[src/hw/boim_exec_regs.vh]
// Constants for the jump / OR / increment / move execution block
`ifndef BOIM_EXEC_REGS_VH
`define BOIM_EXEC_REGS_VH

// =====================================================================
// Operation select codes
`define BOIM_OP_W         3
`define BOIM_OP_NONE      3'h0
`define BOIM_OP_JUMP      3'h1
`define BOIM_OP_ORLIT     3'h2
`define BOIM_OP_INC       3'h3
`define BOIM_OP_ORWF      3'h4
`define BOIM_OP_MOVE      3'h5

// =====================================================================
// Widths and field positions
`define BOIM_PC_W         13
`define BOIM_IMM_W        11
`define BOIM_FADDR_W      7
`define BOIM_LATCH_HI     4
`define BOIM_LATCH_LO     3
`define BOIM_JUMP_CYCLES  2'h2

// =====================================================================
// Reset values
`define BOIM_PC_RST       13'h0000
`define BOIM_W_RST        8'h00
`define BOIM_Z_RST        1'h0
`define BOIM_FADDR_RST    7'h00
`define BOIM_DATA_RST     8'h00

`endif

[src/hw/boim_alu.v]
// Combinational result and zero-flag unit for the file/literal operations
`timescale 1ns/1ps
`include "boim_exec_regs.vh"

module boim_alu (
	input  wire [`BOIM_OP_W-1:0] i_op,
	input  wire [7:0]            i_acc,
	input  wire [7:0]            i_file,
	input  wire [7:0]            i_literal,
	output reg  [7:0]            o_result,
	output reg                   o_affects_z,
	output wire                  o_zero
);

	always @* begin
		o_affects_z = 1'b1;
		case (i_op)
		`BOIM_OP_ORLIT: o_result = i_acc | i_literal;
		`BOIM_OP_INC:   o_result = i_file + 8'h01;
		`BOIM_OP_ORWF:  o_result = i_acc | i_file;
		`BOIM_OP_MOVE:  o_result = i_file;
		default: begin
			// Jump and idle leave the flags alone
			o_result    = 8'h00;
			o_affects_z = 1'b0;
		end
		endcase
	end

	assign o_zero = (o_result == 8'h00);

endmodule

[src/hw/boim_exec.v]
// Execution unit for absolute jump, OR, increment and move-file operations
`timescale 1ns/1ps
`include "boim_exec_regs.vh"

module boim_exec (
	input  wire                     i_clock,
	input  wire                     i_rst,
	input  wire                     i_valid,
	input  wire [`BOIM_OP_W-1:0]    i_op,
	input  wire [`BOIM_IMM_W-1:0]   i_imm,
	input  wire [`BOIM_FADDR_W-1:0] i_faddr,
	input  wire                     i_dest,
	input  wire [7:0]               i_file_data,
	input  wire [7:0]               i_pc_high_latch,
	output reg  [`BOIM_PC_W-1:0]    o_pc,
	output reg                      o_pc_load,
	output reg  [7:0]               o_acc,
	output reg                      o_zero,
	output reg                      o_file_we,
	output reg  [`BOIM_FADDR_W-1:0] o_file_addr,
	output reg  [7:0]               o_file_wdata,
	output reg                      o_busy,
	output reg                      o_done
);

	// =================================================================
	// Sequencer states
	// Only the jump needs a second cycle; every other operation
	// finishes on the edge after it is taken.
	localparam ST_IDLE = 1'h0;
	localparam ST_JUMP = 1'h1;

	// =================================================================
	// Operation decode
	// Each test is used in one place only, but it lives here
	// rather than as an inline comparison, so the decode stays together.
	function is_jump;
		input [`BOIM_OP_W-1:0] op;
		begin
			is_jump = (op == `BOIM_OP_JUMP);
		end
	endfunction

	// Codes 6 and 7 are unused and fall through as idle slots
	function is_alu_op;
		input [`BOIM_OP_W-1:0] op;
		begin
			is_alu_op = (op == `BOIM_OP_ORLIT) ||
				(op == `BOIM_OP_INC) ||
				(op == `BOIM_OP_ORWF) ||
				(op == `BOIM_OP_MOVE);
		end
	endfunction

	// Literal OR always lands in the working register
	function to_acc;
		input [`BOIM_OP_W-1:0] op;
		input                  dest;
		begin
			to_acc = (op == `BOIM_OP_ORLIT) || !dest;
		end
	endfunction

	// File operations with the selector set write back to the file
	function to_file;
		input [`BOIM_OP_W-1:0] op;
		input                  dest;
		begin
			to_file = (op != `BOIM_OP_ORLIT) && dest;
		end
	endfunction

	// =================================================================
	// Internal state and next values
	// All next values settle combinationally and land on one edge
	reg                      state_r;
	reg                      state_nxt;
	reg  [1:0]               cyc_r;
	reg  [1:0]               cyc_nxt;
	reg  [`BOIM_PC_W-1:0]    pc_nxt;
	reg                      pc_load_nxt;
	reg  [7:0]               acc_nxt;
	reg                      zero_nxt;
	reg                      file_we_nxt;
	reg  [`BOIM_FADDR_W-1:0] file_addr_nxt;
	reg  [7:0]               file_wdata_nxt;
	reg                      busy_nxt;
	reg                      done_nxt;
	wire [7:0]               result;
	wire                     affects_z;
	wire                     result_zero;
	wire                     take;
	wire                     take_jump;
	wire                     take_alu;

	// =================================================================
	// Request acceptance
	// Work is taken only when idle. A request offered while a jump
	// finishes is dropped, not queued: the caller waits for done.
	assign take      = i_valid && (state_r == ST_IDLE);
	assign take_jump = take && is_jump(i_op);
	assign take_alu  = take && is_alu_op(i_op);

	// =================================================================
	// Result unit
	boim_alu u_alu (
		.i_op        (i_op),
		.i_acc       (o_acc),
		.i_file      (i_file_data),
		.i_literal   (i_imm[7:0]),
		.o_result    (result),
		.o_affects_z (affects_z),
		.o_zero      (result_zero)
	);

	// =================================================================
	// Sequencer
	always @* begin
		case (state_r)
		ST_IDLE:
			state_nxt = take_jump ? ST_JUMP : ST_IDLE;
		ST_JUMP:
			state_nxt = (cyc_r == `BOIM_JUMP_CYCLES - 2'h1) ?
				ST_IDLE : ST_JUMP;
		default:
			state_nxt = ST_IDLE;
		endcase
	end

	// Preset to one so the count matches the jump's second cycle
	always @* begin
		if (state_r == ST_JUMP)
			cyc_nxt = cyc_r + 2'h1;
		else
			cyc_nxt = 2'h1;
	end

	// =================================================================
	// Program counter
	// Unconditional: no flag or operand is ever tested.
	always @* begin
		pc_nxt      = o_pc;
		pc_load_nxt = 1'h0;
		if (take_jump) begin
			pc_nxt[`BOIM_IMM_W-1:0] = i_imm;
			pc_nxt[`BOIM_PC_W-1:`BOIM_IMM_W] =
				i_pc_high_latch[`BOIM_LATCH_HI:`BOIM_LATCH_LO];
			pc_load_nxt = 1'h1;
		end
	end

	// =================================================================
	// Working register and zero flag
	// Jumps and idle slots leave both alone, so software can test
	// the flag after a branch.
	always @* begin
		acc_nxt  = o_acc;
		zero_nxt = o_zero;
		if (take_alu) begin
			if (affects_z)
				zero_nxt = result_zero;
			if (to_acc(i_op, i_dest))
				acc_nxt = result;
		end
	end

	// =================================================================
	// File register write-back
	// A move to itself still writes the unchanged value; dropping
	// the strobe would save nothing but add a special case.
	always @* begin
		file_we_nxt    = 1'h0;
		file_addr_nxt  = o_file_addr;
		file_wdata_nxt = o_file_wdata;
		if (take_alu && to_file(i_op, i_dest)) begin
			file_we_nxt    = 1'h1;
			file_addr_nxt  = i_faddr;
			file_wdata_nxt = result;
		end
	end

	// =================================================================
	// Completion handshake
	// Busy covers only the jump's second cycle; done marks the
	// last cycle of every accepted jump, OR, increment or move; idle slots raise no done.
	always @* begin
		busy_nxt = (state_nxt == ST_JUMP);
		done_nxt = take_alu;
		if (state_r == ST_JUMP && state_nxt == ST_IDLE)
			done_nxt = 1'h1;
	end

	// =================================================================
	// Registers
	// Reset clears everything, outputs included, so the core wakes
	// with the flag clear and no write pending.
	always @(posedge i_clock or posedge i_rst) begin
		if (i_rst) begin
			state_r      <= ST_IDLE;
			cyc_r        <= 2'h0;
			o_pc         <= `BOIM_PC_RST;
			o_pc_load    <= 1'h0;
			o_acc        <= `BOIM_W_RST;
			o_zero       <= `BOIM_Z_RST;
			o_file_we    <= 1'h0;
			o_file_addr  <= `BOIM_FADDR_RST;
			o_file_wdata <= `BOIM_DATA_RST;
			o_busy       <= 1'h0;
			o_done       <= 1'h0;
		end else begin
			state_r      <= state_nxt;
			cyc_r        <= cyc_nxt;
			o_pc         <= pc_nxt;
			o_pc_load    <= pc_load_nxt;
			o_acc        <= acc_nxt;
			o_zero       <= zero_nxt;
			o_file_we    <= file_we_nxt;
			o_file_addr  <= file_addr_nxt;
			o_file_wdata <= file_wdata_nxt;
			o_busy       <= busy_nxt;
			o_done       <= done_nxt;
		end
	end

endmodule

[config.mk]
export PLATFORM = sky130hd
export DESIGN_NAME = boim_exec
export DESIGN_NICKNAME = d
export VERILOG_FILES = /design/src/hw/boim_alu.v /design/src/hw/boim_exec.v
export VERILOG_INCLUDE_DIRS = /design/src /design/src/hw
export SDC_FILE = /design/constraint.sdc
export NUM_CORES = 1
export LEC_CHECK = 0
export BUFFER_PORTS_ARGS = -buffer_cell sky130_fd_sc_hd__buf_2
export CAP_MARGIN = 20
export CORE_MARGIN = 3
export CORE_UTILIZATION = 48
export DETAILED_ROUTE_END_ITERATION = 12
export GPL_ROUTABILITY_DRIVEN = 0
export HOLD_SLACK_MARGIN = 0.1
export PLACE_DENSITY = 0.79
export SLEW_MARGIN = 10
export SYNTH_ARGS = -nofsm -noshare
export SYNTH_HDL_FRONTEND = slang
export SYNTH_SLANG_ARGS = --single-unit
[constraint.sdc]
create_clock -name i_clock -period 2.2 [get_ports i_clock]
set_input_delay 0.22 -clock i_clock [delete_from_list [all_inputs] [get_ports i_clock]]
set_output_delay 0.22 -clock i_clock [all_outputs]
set_load 0.05 [all_outputs]
## Word level (Yosys, flattened, before mapping)

Cells that the tools add are included.

| storage, ports and cells | value |
|---|---|
| flip-flop bits (word level) | 43 |

| cells by class | value |
|---|---|
| add/subtract/negate cells | 2 |
| reductions and logical operators | 15 |
| equal/unequal tests | 7 |
| bitwise logic cells | 4 |
| multiplexer cells | 8 |

Operators with widths:

| kind | count |
|---|---|
| $pmux W8 S4 | 1 |
| $or A8 B8 Y8 | 2 |
| $add A8 B1 Y8 const B | 1 |
| $logic_not A8 Y1 | 1 |
| $eq A3 B2 Y1 const B | 2 |
| $eq A3 B3 Y1 const B | 2 |
| $logic_and A1 B1 Y1 | 6 |
| $mux W1 | 5 |
| $logic_or A1 B1 Y1 | 4 |
| $reduce_and A2 Y1 | 2 |
| $reduce_or A4 Y1 | 1 |
| $eq A3 B1 Y1 const B | 1 |
| $ne A3 B2 Y1 const B | 1 |
| $add A2 B1 Y2 const B | 1 |
| $eq A2 B1 Y1 const B | 1 |
| $mux W2 | 1 |
| $not A1 Y1 | 2 |
| $pmux W1 S2 | 1 |
| $logic_not A1 Y1 | 1 |

## Depth between registers and ports, before layout

Gate-level depths: netlist of the first run.

| depth | value |
|---|---|
| depth after elaboration | 8 |
| mapped depth | 9 |

## Modules after synthesis

A second synthesis of the first run with hierarchy kept.

| second synthesis, totals | value |
|---|---|
| cell total of the unflattened synthesis | 163 |
| area total of the unflattened synthesis | 2182.1 sq um |

By module, submodules not included:

| module | cells an instance | seq. area each (sq um) | instances | area an instance (sq um) |
|---|---|---|---|---|
| boim_exec | 103 | 1076.0 | 1 | 1727.9 |
| boim_alu | 60 | 0.0 | 1 | 454.2 |

## Worst setup path after synthesis of the first run

Ideal clock, no wire load.

| timing | value |
|---|---|
| path type | flip-flop to flip-flop |
| start point | register state_r |
| end point | register o_pc[0] |
| setup slack | 0.300 ns |
| cell stages (with the launch flop) | 7 |
| setup time | 0.125 ns |
| arrival | 1.775 ns |
| required time | 2.075 ns |
| period minus slack after synthesis | 1.900 ns |
| cells stage by stage | dfrtp_1 > inv_1 > nand2_1 > or4_1 > buf_2 > buf_6 > mux2_4 |

| between the ends | value |
|---|---|
| word-level cells in the longest chain between the ends | 3 |

Ends and longest elaborated chain:

| element | RTL line | text |
|---|---|---|
| start, declared | boim_exec.v:76 | `reg state_r;` |
| start signal, assigned | boim_exec.v:211 | `state_r <= state_nxt;` |
| $not A1 Y1 | boim_exec.v:100 | `assign take = i_valid && (state_r == ST_IDLE);` |
| $logic_and A1 B1 Y1 | boim_exec.v:100 |  |
| $logic_and A1 B1 Y1 | boim_exec.v:101 | `assign take_jump = take && is_jump(i_op);` |
| end signal, assigned | boim_exec.v:201 | `` o_pc <= `BOIM_PC_RST; `` |
| end signal, assigned | boim_exec.v:213 | `o_pc <= pc_nxt;` |
| end, declared | boim_exec.v:15 | `` output reg [`BOIM_PC_W-1:0] o_pc, `` |

No other way between the ends.
A chain may end at the register's enable or synchronous reset.

## Worst setup path in the final report of the first run

| timing | value |
|---|---|
| start point | register state_r |
| end point | register o_pc[1] |

The elaborated chain is that of the path after synthesis.

==> out/summary.json, run 1 <==
{
  "grt_max_degree": {"value": 44},
  "finish.utilization": {"value": 0.635},
  "max_cap_viol_count": {"value": 0},
  "vdd_ir_drop_max": {"value": 0.000431, "unit": "V"},
  "drc_errors": {"value": 0},
  "top_fanout_value_on_the_critical_path": {"value": 15},
  "clock_tree.root_cell": {"value": "sky130_fd_sc_hd__clkbuf_8"},
  "timing.critical_path.from": {"value": "state_r"},
  "post_cts_resize_count": {"value": 0},
  "areaGrowthSynthToFinish": {"value": 25.9, "unit": "%"},
  "antenna_found_initial": {"value": 0},
  "average_detailed_routed_wire_length_per_instance": {"value": 13.5, "unit": "um"},
  "outcome": {"value": "complete, no violations"},
  "finalSetupViolCount": {"value": 0},
  "routed_via_density": {"value": 5.15},
  "die_y": {"value": 71.0, "unit": "um"},
  "design.portCount": {"value": 82},
  "design.final.nets": {"value": 336},
  "initial_core_util": {"value": 0.504},
  "core_area": {"value": 4030, "unit": "sq um"},
  "yosys_most_used_dff": {"value": "sky130_fd_sc_hd__dfrtp_1"},
  "synth.area.top_cells": {"value": "sky130_fd_sc_hd__dfrtp_1 53%, sky130_fd_sc_hd__nand2_1 12%, sky130_fd_sc_hd__o21ai_0 4.7%, sky130_fd_sc_hd__buf_6 2.8%, sky130_fd_sc_hd__mux2_2 2.8%"},
  "drtAntennaViolNets": {"value": 0},
  "first_iter_violations": {"value": 112},
  "tightest_slew": {"value": 509, "unit": "ps"},
  "post_synth.cell_area_avg": {"value": 9.58, "unit": "sq um"},
  "p_per_area": {"value": 963, "unit": "nW/um^2"},
  "max_slew_violation_count": {"value": 0},
  "holdCritStartpoint": {"value": "i_faddr[2]"},
  "post_dp_cell_area": {"value": 2420, "unit": "sq um"},
  "firstDrtPassIters": {"value": 4},
  "max-clock-path-buffers": {"value": 2},
  "cp_data_required_time": {"value": 2370, "unit": "ps"},
  "report.final.hold_viol_count": {"value": 0},
  "yosys_register_bits": {"value": 43},
  "worst_setup_hold_path_clk_slew": {"value": 90, "unit": "ps"},
  "crit_arrival": {"value": 1830, "unit": "ps"},
  "yosysWarningCount": {"value": 0},
  "grt_remaining_overflow": {"value": 0},
  "cts_tree": {"value": "yes"},
  "final_design_area_no_fill": {"value": 2560, "unit": "sq um"},
  "max_freq": {"value": 0.603, "unit": "GHz"},
  "core.rowCount": {"value": 23},
  "io_buffers": {"value": 75},
  "detailed_place_hpwl": {"value": 3550, "unit": "um"},
  "yosys.area.top_type_share": {"value": 0.530},
  "mappedNetlistNets": {"value": 255},
  "synth_enable_flop_cells": {"value": 0},
  "insertedDiodeCount": {"value": 0},
  "fp.dieArea": {"value": 5050, "unit": "sq um"},
  "cts_post_setup_buffers_inserted": {"value": 0},
  "num-fill-cells": {"value": 371},
  "crit-reg2reg-launch": {"value": "state_r"},
  "startpoint_type": {"value": "register"},
  "clock_sinks": {"value": 43},
  "fin_crit": {"value": 1660, "unit": "ps"},
  "finClkSkew": {"value": 11.3, "unit": "ps"},
  "routed_wirelength": {"value": 4650, "unit": "um"},
  "post_synthesis_instance_area": {"value": 2030, "unit": "sq um"},
  "rsz_0062_raised_after_global_routing": {"value": "false"},
  "cts.htree.levels": {"value": 2},
  "post_cts_hold_buffer_count": {"value": 4},
  "leakage": {"value": 0.00135, "unit": "uW"},
  "die_width": {"value": 71.0, "unit": "um"},
  "hold_path.class": {"value": "primary input to register"},
  "global_route.usage.total": {"value": 0.199},
  "synth_cell_types": {"value": 36},
  "grt_pass1_wl": {"value": 7930, "unit": "um"},
  "timing.setup.critical_path_class": {"value": "register to register"},
  "detailroute.via_count": {"value": 1770},
  "synthDominantAreaCellType": {"value": "sky130_fd_sc_hd__dfrtp_1"},
  "first_global_vias": {"value": 1703},
  "finalCritPeriodShare": {"value": 0.753},
  "setup_tns": {"value": 0, "unit": "ps"},
  "postSynthCellCount": {"value": 212},
  "tritoncts.num_buffers": {"value": 5},
  "drive_gt1_frac": {"value": 0.357},
  "worst_slew_margin_rel": {"value": 0.657},
  "clk-insertion-delay-late": {"value": 300, "unit": "ps"},
  "async_flop_share": {"value": 1.00},
  "synth-seq-area-share": {"value": 0.530},
  "cp-end-kind": {"value": "register"}
}
where the power goes:
| part | switching [uW] | leakage, uW | total [uW] | internal, uW |
|---|---|---|---|---|
| Combinational | 716 | 0.000759 | 952 | 236 |
| Clock | 276 | 0.0000443 | 503 | 227 |
| Sequential | 78.4 | 0.000546 | 1010 | 928 |
| Total | 1070 | 0.00135 | 2460 | 1390 |
path summary, 6_finish.rpt:
| check | endpoint | slack [ps] | cells after the start |
|---|---|---|---|
| worst max-delay path | o_pc[1] | 540 | 5 |
| worst min-delay path | o_file_addr[2] | 110 | 3 |
| worst max register to register | o_pc[1] | 540 | 5 |
| worst min register to register | cyc_r[0] | 460 | 1 |
| max in group asynchronous | o_pc[12] | 1250 | 4 |
| min in group asynchronous | o_file_we | 580 | 4 |
state kept, by name, summed over array words and instances (netlist names), 2 cells and up:
name / cells
o_pc: 13
o_acc: 8
o_file_wdata: 8
o_file_addr: 7
cyc_r: 2
logic make-up (layout without fill, tap and decap cells):
kind of cell | Yosys count | count (layout) | share of synthesized area
AO/OA/AOI/OAI | 44 | 44 | 0.136
multiplexers | 8 | 8 | 0.0499
XOR/XNOR | 6 | 6 | 0.0259
buffers and inverters | 16 | 98 | 0.0499
AND/OR/NAND/NOR | 93 | 93 | 0.197
adder cells (fa/ha/maj) | 2 | 2 | 0.0123
flip-flops | 43 | 43 | 0.530
cells in the final DEF (no fill, tap or decap), types with 2 or more instances in the layout:
cell type | netlist | final
sky130_fd_sc_hd__buf_2 | 2 | 75
sky130_fd_sc_hd__nand2_1 | 67 | 67
sky130_fd_sc_hd__dfrtp_1 | 43 | 43
sky130_fd_sc_hd__o21ai_0 | 19 | 19
sky130_fd_sc_hd__nor2_1 | 7 | 7
sky130_fd_sc_hd__nand3_1 | 7 | 7
sky130_fd_sc_hd__a21oi_1 | 6 | 6
sky130_fd_sc_hd__o21ai_2 | 5 | 5
sky130_fd_sc_hd__mux2_2 | 5 | 5
sky130_fd_sc_hd__clkbuf_8 | 0 | 5
sky130_fd_sc_hd__inv_1 | 5 | 4
sky130_fd_sc_hd__xor2_1 | 4 | 4
sky130_fd_sc_hd__dlygate4sd3_1 | 0 | 4
sky130_fd_sc_hd__buf_4 | 0 | 4
sky130_fd_sc_hd__and3_1 | 3 | 3
sky130_fd_sc_hd__o21ai_1 | 3 | 3
sky130_fd_sc_hd__mux2_4 | 3 | 3
sky130_fd_sc_hd__nand2b_1 | 2 | 2
sky130_fd_sc_hd__inv_2 | 2 | 2
sky130_fd_sc_hd__xnor2_1 | 2 | 2
sky130_fd_sc_hd__a2bb2oi_1 | 2 | 2
sky130_fd_sc_hd__a211oi_1 | 2 | 2
sky130_fd_sc_hd__o221ai_1 | 2 | 2
sky130_fd_sc_hd__ha_1 | 2 | 2
sky130_fd_sc_hd__clkinv_4 | 0 | 2
layer usage:
metal / vias up / routed length, um / GRT usage
met3: 6 / 415 / 0.0355
met2: 78 / 2190 / 0.324
met5: - / 0 / 0
met4: 0 / 61 / 0.0814
met1: 809 / 1980 / 0.264
li1: 877 / - / -
Yosys cell counts, types with 2 or more instances:
cell / instances
sky130_fd_sc_hd__nand2_1: 67
sky130_fd_sc_hd__nor2_1: 7
sky130_fd_sc_hd__nand3_1: 7
sky130_fd_sc_hd__buf_2: 2
sky130_fd_sc_hd__xnor2_1: 2
sky130_fd_sc_hd__a21oi_1: 6
sky130_fd_sc_hd__dfrtp_1: 43
sky130_fd_sc_hd__nand2b_1: 2
sky130_fd_sc_hd__o21ai_2: 5
sky130_fd_sc_hd__and3_1: 3
sky130_fd_sc_hd__o21ai_1: 3
sky130_fd_sc_hd__mux2_2: 5
sky130_fd_sc_hd__o221ai_1: 2
sky130_fd_sc_hd__a2bb2oi_1: 2
sky130_fd_sc_hd__a211oi_1: 2
sky130_fd_sc_hd__inv_2: 2
sky130_fd_sc_hd__xor2_1: 4
sky130_fd_sc_hd__ha_1: 2
sky130_fd_sc_hd__inv_1: 5
sky130_fd_sc_hd__o21ai_0: 19
sky130_fd_sc_hd__buf_6: 5
sky130_fd_sc_hd__mux2_4: 3
area by class of cell:
type	instances	area [sq um]	area share
inverters	7	26.3	0.0103
clock inverters	3	25.0	0.00978
clock buffers	5	68.8	0.0269
multi-input cells	153	853	0.334
well taps	50	62.6	0.0245
flip-flops and latches	43	1080	0.421
repair buffers	83	445	0.174
critical path, stage by stage (launching register included):
cell	delay, ps
sky130_fd_sc_hd__dfrtp_1	410
sky130_fd_sc_hd__inv_1	120
sky130_fd_sc_hd__nand2_1	90
sky130_fd_sc_hd__or4_1	400
sky130_fd_sc_hd__buf_4	220
sky130_fd_sc_hd__mux2_4	300
stage by stage:
| stage | setup slack, ps | power [uW] | instances | hold slack (ps) |
|---|---|---|---|---|
| after floorplan | 300 | 1730 | 212 | 325 |
| after global placement | 483 | 1960 | 332 | 372 |
| after detailed placement | 449 | 1980 | 332 | 381 |
| after CTS | 544 | 2490 | 344 | 103 |
| after global routing | 469 | 2590 | 344 | 128 |
| final | 543 | 2460 | 344 | 114 |
No activity file was read; power rests on OpenSTA's default activity.
==> run 2: changes to the inputs <==
--- a/config.mk
+++ b/config.mk
@@ -9,11 +9,11 @@
 export BUFFER_PORTS_ARGS = -buffer_cell sky130_fd_sc_hd__buf_2
 export CAP_MARGIN = 20
 export CORE_MARGIN = 3
-export CORE_UTILIZATION = 48
+export CORE_UTILIZATION = 43
 export DETAILED_ROUTE_END_ITERATION = 12
 export GPL_ROUTABILITY_DRIVEN = 0
 export HOLD_SLACK_MARGIN = 0.1
-export PLACE_DENSITY = 0.79
+export PLACE_DENSITY = 0.75
 export SLEW_MARGIN = 10
 export SYNTH_ARGS = -nofsm -noshare
 export SYNTH_HDL_FRONTEND = slang
==> constraint.sdc (replaced) <==
create_clock -name i_clock -period 1.49 [get_ports i_clock]
set_input_delay 0.149 -clock i_clock [delete_from_list [all_inputs] [get_ports i_clock]]
set_output_delay 0.149 -clock i_clock [all_outputs]
set_load 0.05 [all_outputs]
==> out/summary.json, run 2 (synthesis gave the netlist of run 1 again) <==
{
  "outcome": {"value": "complete, but fails checks"},
  "violations_in_the_final_reports": {"value": "negative setup slack"},
  "global_route.usage.total": {"value": 0.200, "change": "+0.000559"},
  "regMostFlops": {"value": "o_pc"},
  "drive_gt1_frac": {"value": 0.424, "change": "+0.0666"},
  "vdd_ir_drop_max": {"value": 0.000766, "unit": "V", "change": "+78%"},
  "finalSetupViolCount": {"value": 11, "change": "+11"},
  "worst_slew_margin_rel": {"value": 0.774, "change": "+0.117"},
  "power.clock.fraction": {"value": 0.194, "change": "-0.010"},
  "p_per_area": {"value": 1280, "unit": "nW/um^2", "change": "+33%"},
  "clock_tree.root_cell": {"value": "sky130_fd_sc_hd__clkbuf_8"},
  "multi_input_area": {"value": 885, "unit": "sq um", "change": "+3.7%"},
  "critical_path_buffer_and_inverter_count": {"value": 2, "change": "unchanged"},
  "hold_end": {"value": "o_pc[5]"},
  "die_width": {"value": 74.7, "unit": "um", "change": "+5.2%"},
  "dpl_worst_slack": {"value": -77.7, "unit": "ps", "change": "-527 ps"},
  "num-fill-cells": {"value": 386, "change": "+4.0%"},
  "max_stage_delay": {"value": 450, "unit": "ps", "change": "+40 ps"},
  "r2r_cell_count": {"value": 5, "change": "unchanged"},
  "antenna_found_initial": {"value": 0, "change": "unchanged"},
  "clock_sinks": {"value": 43, "change": "unchanged"},
  "die_y": {"value": 74.7, "unit": "um", "change": "+5.2%"},
  "hold_path.class": {"value": "primary input to register"},
  "crit_family": {"value": "simple AND/OR/NAND/NOR gates"},
  "worst_setup_hold_path_clk_slew": {"value": 80, "unit": "ps", "change": "about the same"},
  "number_of_flip_flops_in_the_largest_register": {"value": 13, "change": "unchanged"},
  "worst_r2r_endpoint": {"value": "o_pc[1]"},
  "design.portCount": {"value": 82, "change": "unchanged"},
  "top_regs": {"value": "o_pc (13), o_acc (8), o_file_wdata (8)"},
  "grt_remaining_overflow": {"value": 0, "change": "unchanged"},
  "crit-reg2reg-launch": {"value": "state_r"},
  "top_fanout_value_on_the_critical_path": {"value": 7, "change": "-8"},
  "fin_crit": {"value": 1540, "unit": "ps", "change": "-117 ps"},
  "p_seq_frac": {"value": 0.401, "change": "-0.008"},
  "fp.dieArea": {"value": 5580, "unit": "sq um", "change": "+11%"},
  "layout_commonest_cell": {"value": "sky130_fd_sc_hd__buf_2"},
  "cp-end-kind": {"value": "register"},
  "worst-r2r-setup-slack": {"value": -50, "unit": "ps", "change": "-590 ps"},
  "setup_tns": {"value": -361, "unit": "ps", "change": "-361 ps"},
  "average_detailed_routed_wire_length_per_instance": {"value": 13.7, "unit": "um", "change": "+1.2%"},
  "core_area": {"value": 4440, "unit": "sq um", "change": "+10%"},
  "seqCellArea": {"value": 1080, "unit": "sq um", "change": "+0.23%"},
  "drc_errors": {"value": 0, "change": "unchanged"},
  "finalCritPeriodShare": {"value": 1.03, "change": "+0.280"},
  "clk-insertion-delay-late": {"value": 300, "unit": "ps", "change": "about the same"},
  "leakage": {"value": 0.00151, "unit": "uW", "change": "+12%"},
  "first_iter_violations": {"value": 109, "change": "-2.7%"},
  "io_buffers": {"value": 75, "change": "unchanged"},
  "detailed_place_hpwl": {"value": 3850, "unit": "um", "change": "+8.5%"},
  "power.switching": {"value": 1600, "unit": "uW", "change": "+50%"},
  "min_path_cells": {"value": 2, "change": "-1"},
  "path_cells": {"value": "inv_2, nand2_2, or4_4, buf_8, mux2_4"},
  "drtAntennaViolNets": {"value": 0, "change": "unchanged"},
  "core.rowCount": {"value": 24, "change": "+4.3%"},
  "sw_frac_of_total": {"value": 0.430, "change": "-0.00517"},
  "intPower": {"value": 2120, "unit": "uW", "change": "+53%"},
  "routed_via_density": {"value": 5.02, "change": "-2.5%"},
  "routed_wirelength": {"value": 5200, "unit": "um", "change": "+12%"},
  "areaGrowthSynthToFinish": {"value": 43.1, "unit": "%"},
  "max_stage_delay_cell_worst_path": {"value": "sky130_fd_sc_hd__or4_4"},
  "cts_tree": {"value": "yes"},
  "holdCritStartpoint": {"value": "i_imm[5]"},
  "max_cap_viol_count": {"value": 0, "change": "unchanged"},
  "initial_core_util": {"value": 0.457, "change": "-0.0471"},
  "max-clock-path-buffers": {"value": 2, "change": "unchanged"},
  "timing.setup.critical_path_class": {"value": "register to register"},
  "tightest_slew": {"value": 336, "unit": "ps", "change": "-173 ps"},
  "grt_pass1_wl": {"value": 8290, "unit": "um", "change": "+4.5%"},
  "insertedDiodeCount": {"value": 0, "change": "unchanged"},
  "tritoncts.num_buffers": {"value": 5, "change": "unchanged"},
  "first_global_vias": {"value": 1763, "change": "+3.5%"},
  "postLayoutSetupSlackWorst": {"value": -50.1, "unit": "ps", "change": "-593 ps"},
  "crit_arrival": {"value": 1720, "unit": "ps", "change": "-110 ps"},
  "combinationalPowerShare": {"value": 0.405, "change": "+0.018"},
  "most-common-layout-cells": {"value": "75 x sky130_fd_sc_hd__buf_2, 61 x sky130_fd_sc_hd__nand2_1, 41 x sky130_fd_sc_hd__dfrtp_1, 22 x sky130_fd_sc_hd__buf_4"},
  "max_freq": {"value": 0.649, "unit": "GHz", "change": "+7.6%"},
  "final_cell_count_no_fill": {"value": 380, "change": "+10%"},
  "firstDrtPassIters": {"value": 4, "change": "unchanged"},
  "cp_data_required_time": {"value": 1670, "unit": "ps", "change": "-700 ps"},
  "cts.htree.levels": {"value": 2, "change": "unchanged"},
  "placed_cells": {"value": 353, "change": "+6.3%"},
  "finClkSkew": {"value": 4.41, "unit": "ps", "change": "-6.87 ps"},
  "detailroute.via_count": {"value": 1907, "change": "+7.7%"},
  "design.final.nets": {"value": 370, "change": "+10%"},
  "rsz_0062_raised_after_global_routing": {"value": "true"},
  "max_slew_violation_count": {"value": 0, "change": "unchanged"},
  "startpoint_type": {"value": "register"},
  "grt_max_degree": {"value": 44, "change": "unchanged"},
  "report.final.hold_viol_count": {"value": 0, "change": "unchanged"}
}
## run 2: layer usage
layer,global-route usage,routed length (um)
met5,0,0
met3,0.0454,306
met1,0.262,2290
met2,0.329,2500
met4,0.0652,111
## run 2: cell type report
type,count,area share
Multi-Input combinational cell,153,0.304
Inverter,7,0.00904
Timing Repair Buffer,117,0.264
Sequential cell,43,0.371
Tap cell,52,0.0224
Clock inverter,2,0.00431
Clock buffer,6,0.0250
## run 2: power groups by stage
stage	logic (uW)	registers, uW	clock network [uW]
global placement	1450	1510	0
global route	1610	1530	797
floorplan	337	2240	0
finish	1510	1500	723
CTS	1510	1500	749
detailed placement	1470	1520	0
## run 2: how the worst max path moves through the flow
stage                     to    start  depth (start not counted)  slack, ps
CTS                  o_pc[1]  state_r                          5        -50
detailed placement   o_pc[2]  state_r                          5        -80
global route        o_pc[12]  state_r                          7       -100
floorplan            o_pc[0]  state_r                          6       -270
global placement     o_pc[1]  state_r                          5        -50
finish               o_pc[1]  state_r                          5        -50
## run 2: stage by stage
step	total power, uW	utilization	instance area [sq um]	hold slack (ps)
2_1_floorplan	2570	-	2070	254
3_3_place_gp	2960	0.588	2610	194
3_5_place_dp	2990	0.588	2610	198
4_1_cts	3760	0.651	2890	105
5_1_grt	3930	0.654	2910	119
6_report	3730	0.654	2910	114
## run 2: repair_timing
action,CTS,global route
hold endpoints to repair,59,0
setup endpoints to repair,13,14
hold buffers,17,0
buffers inserted,1,0
gates resized for setup,5,4
gates cloned,1,0
==> run 3: changes to the inputs <==
--- a/config.mk
+++ b/config.mk
@@ -14,6 +14,7 @@
 export GPL_ROUTABILITY_DRIVEN = 0
 export HOLD_SLACK_MARGIN = 0.1
 export PLACE_DENSITY = 0.75
+export RECOVER_POWER = 100
 export SLEW_MARGIN = 10
 export SYNTH_ARGS = -nofsm -noshare
 export SYNTH_HDL_FRONTEND = slang
==> out/summary.json, run 3 (synthesis gave the netlist of run 1 again) <==
{
  "outcome": {"value": "complete, but fails checks"},
  "violations_in_the_final_reports": {"value": "negative setup slack"},
  "first_iter_violations": {"value": 102, "change": "-6.4%"},
  "detailed_place_hpwl": {"value": 3850, "unit": "um", "change": "unchanged"},
  "finalCritPeriodShare": {"value": 1.03, "change": "about the same"},
  "fin_hold_ws": {"value": 114, "unit": "ps", "change": "+0.657 ps"},
  "timing.setup.critical_path_class": {"value": "register to register"},
  "tritoncts.num_buffers": {"value": 5, "change": "unchanged"},
  "core_area": {"value": 4440, "unit": "sq um", "change": "unchanged"},
  "areaGrowthSynthToFinish": {"value": 39.8, "unit": "%"},
  "max_slew_violation_count": {"value": 0, "change": "unchanged"},
  "layout_commonest_cell": {"value": "sky130_fd_sc_hd__nand2_1"},
  "leakage": {"value": 0.00137, "unit": "uW", "change": "-9.4%"},
  "routed_wirelength": {"value": 5230, "unit": "um", "change": "+0.65%"},
  "p_per_area": {"value": 1290, "unit": "nW/um^2", "change": "+0.82%"},
  "num-fill-cells": {"value": 406, "change": "+5.2%"},
  "grt_max_degree": {"value": 44, "change": "unchanged"},
  "drc_errors": {"value": 0, "change": "unchanged"},
  "cp_data_required_time": {"value": 1670, "unit": "ps", "change": "about the same"},
  "vdd_ir_drop_max": {"value": 0.000763, "unit": "V", "change": "-0.33%"},
  "finClkSkew": {"value": 4.38, "unit": "ps", "change": "-0.0267 ps"},
  "finalSetupViolCount": {"value": 11, "change": "unchanged"},
  "top_fanout_value_on_the_critical_path": {"value": 7, "change": "unchanged"},
  "cts.htree.levels": {"value": 2, "change": "unchanged"},
  "design.final.nets": {"value": 370, "change": "unchanged"},
  "drtAntennaViolNets": {"value": 0, "change": "unchanged"},
  "power.clock.fraction": {"value": 0.197, "change": "+0.003"},
  "hold_path.class": {"value": "primary input to register"},
  "core.rowCount": {"value": 24, "change": "unchanged"},
  "intPower": {"value": 2060, "unit": "uW", "change": "-2.9%"},
  "worst_slew_margin_rel": {"value": 0.371, "change": "-0.402"},
  "antenna_found_initial": {"value": 0, "change": "unchanged"},
  "crit-reg2reg-launch": {"value": "state_r"},
  "number_of_flip_flops_in_the_largest_register": {"value": 13, "change": "unchanged"},
  "max_cap_viol_count": {"value": 0, "change": "unchanged"},
  "routed_via_density": {"value": 5.00, "change": "-0.42%"},
  "first_global_vias": {"value": 1763, "change": "unchanged"},
  "rsz_0062_raised_after_global_routing": {"value": "true"},
  "worst-r2r-setup-slack": {"value": -50, "unit": "ps", "change": "about the same"},
  "global_route.usage.total": {"value": 0.200, "change": "unchanged"},
  "top_regs": {"value": "o_pc (13), o_acc (8), o_file_wdata (8)"},
  "clk-insertion-delay-late": {"value": 300, "unit": "ps", "change": "about the same"},
  "multi_input_area": {"value": 885, "unit": "sq um", "change": "unchanged"},
  "fp.dieArea": {"value": 5580, "unit": "sq um", "change": "unchanged"},
  "grt_pass1_wl": {"value": 8290, "unit": "um", "change": "unchanged"},
  "initial_core_util": {"value": 0.457, "change": "unchanged"},
  "grt_util_met1": {"value": 0.262, "change": "unchanged"},
  "drive_gt1_frac": {"value": 0.299, "change": "-0.125"},
  "regMostFlops": {"value": "o_pc"},
  "crit_path_end": {"value": "o_pc[1]"},
  "clock_sinks": {"value": 43, "change": "unchanged"},
  "insertedDiodeCount": {"value": 0, "change": "unchanged"},
  "globalRouteMet3Util": {"value": 0.0454, "change": "unchanged"},
  "crit_arrival": {"value": 1730, "unit": "ps", "change": "about the same"},
  "seqCellArea": {"value": 1080, "unit": "sq um", "change": "unchanged"},
  "average_detailed_routed_wire_length_per_instance": {"value": 13.8, "unit": "um", "change": "+0.65%"},
  "startpoint_type": {"value": "register"},
  "detailroute.via_count": {"value": 1899, "change": "-0.42%"},
  "power.switching": {"value": 1610, "unit": "uW", "change": "+0.39%"},
  "p_seq_frac": {"value": 0.409, "change": "+0.008"},
  "io_buffers": {"value": 75, "change": "unchanged"},
  "setup_tns": {"value": -375, "unit": "ps", "change": "-14.8 ps"},
  "die_width": {"value": 74.7, "unit": "um", "change": "unchanged"},
  "max_freq": {"value": 0.649, "unit": "GHz", "change": "about the same"},
  "tightest_slew": {"value": 943, "unit": "ps", "change": "+607 ps"},
  "fin_crit": {"value": 1540, "unit": "ps", "change": "+1.47 ps"},
  "cts_tree": {"value": "yes"},
  "most-common-layout-cells": {"value": "61 x sky130_fd_sc_hd__nand2_1, 41 x sky130_fd_sc_hd__dfrtp_1, 40 x sky130_fd_sc_hd__clkbuf_1, 34 x sky130_fd_sc_hd__buf_2, 21 x sky130_fd_sc_hd__buf_4"},
  "cp-end-kind": {"value": "register"},
  "combinationalPowerShare": {"value": 0.394, "change": "-0.011"},
  "met2_layer_usage_reported_by_global_route": {"value": 0.329, "change": "unchanged"},
  "clock_tree.root_cell": {"value": "sky130_fd_sc_hd__clkbuf_8"},
  "design.portCount": {"value": 82, "change": "unchanged"},
  "report.final.hold_viol_count": {"value": 0, "change": "unchanged"},
  "firstDrtPassIters": {"value": 4, "change": "unchanged"},
  "worst_setup_hold_path_clk_slew": {"value": 80, "unit": "ps", "change": "about the same"},
  "r2r_cell_count": {"value": 5, "change": "unchanged"},
  "postLayoutSetupSlackWorst": {"value": -51.6, "unit": "ps", "change": "-1.47 ps"},
  "gr-max-usage-layer": {"value": "met2"},
  "grt_remaining_overflow": {"value": 0, "change": "unchanged"},
  "worst_r2r_endpoint": {"value": "o_pc[1]"},
  "sw_frac_of_total": {"value": 0.438, "change": "+0.00818"},
  "timing.critical_path.from": {"value": "state_r"},
  "die_y": {"value": 74.7, "unit": "um", "change": "unchanged"},
  "max-clock-path-buffers": {"value": 2, "change": "unchanged"}
}
-- run 3: changes by cell type in the layout (fill, tap and decap cells not counted), sizes merged --
cell | before | now
inv | 7 | 6
clkinv | 1 | 2
clkbuf | 6 | 49
buf | 100 | 57
-- run 3: worst max-delay path: stages, from the launching register on --
cell,delay (ps)
sky130_fd_sc_hd__dfrtp_2,410
sky130_fd_sc_hd__inv_2,60
sky130_fd_sc_hd__nand2_2,60
sky130_fd_sc_hd__or4_4,450
sky130_fd_sc_hd__buf_8,160
sky130_fd_sc_hd__mux2_4,290
-- run 3: area by class of cell --
| class | count | share of cell area |
|---|---|---|
| Clock buffer | 6 | 0.0256 |
| Tap cell | 52 | 0.0229 |
| Inverter | 7 | 0.00926 |
| Timing Repair Buffer | 117 | 0.246 |
| Clock inverter | 2 | 0.00441 |
| Multi-Input combinational cell | 153 | 0.312 |
| Sequential cell | 43 | 0.380 |
-- run 3: power by group through the flow --
stage	clock network [uW]	registers (uW)	logic, uW
2_1_floorplan	0	2240	337
3_3_place_gp	0	1510	1450
3_5_place_dp	0	1520	1470
4_1_cts	749	1500	1510
5_1_grt	797	1530	1540
6_report	722	1500	1450
-- run 3: metal layers --
layer  share of wire  wire, um
met5               0         0
met4           0.021       111
met2            0.48      2500
met3           0.053       278
met1            0.45      2350
-- run 3: worst min-delay path by stage --
stage / from / to / slack, ps / cells after the start
after global placement: i_rst / o_done / 190 / 3
after detailed placement: i_rst / o_pc[2] / 200 / 3
after floorplan: i_imm[10] / o_pc[10] / 250 / 2
final: i_imm[3] / o_pc[3] / 110 / 2
after CTS: i_imm[3] / o_pc[3] / 100 / 2
after global routing: i_imm[5] / o_pc[5] / 120 / 2
-- run 3: repair_timing --
item	CTS	global route
endpoints found under the setup margin	13	14
hold endpoints to repair	59	0
buffers inserted	1	0
hold buffers	17	0
resized for setup	5	4
cloned	1	0
pin swaps	0	0
-- run 3: metrics by stage --
stage	setup WS [ps]	std cells	power [uW]	instance area [sq um]	util
floorplan	-271	212	2570	2070	-
global placement	-47.9	353	2960	2610	0.588
detailed placement	-77.7	353	2990	2610	0.588
CTS	-51.5	380	3760	2890	0.651
global route	-95.7	380	3870	2840	0.639
finish	-51.6	380	3670	2840	0.639
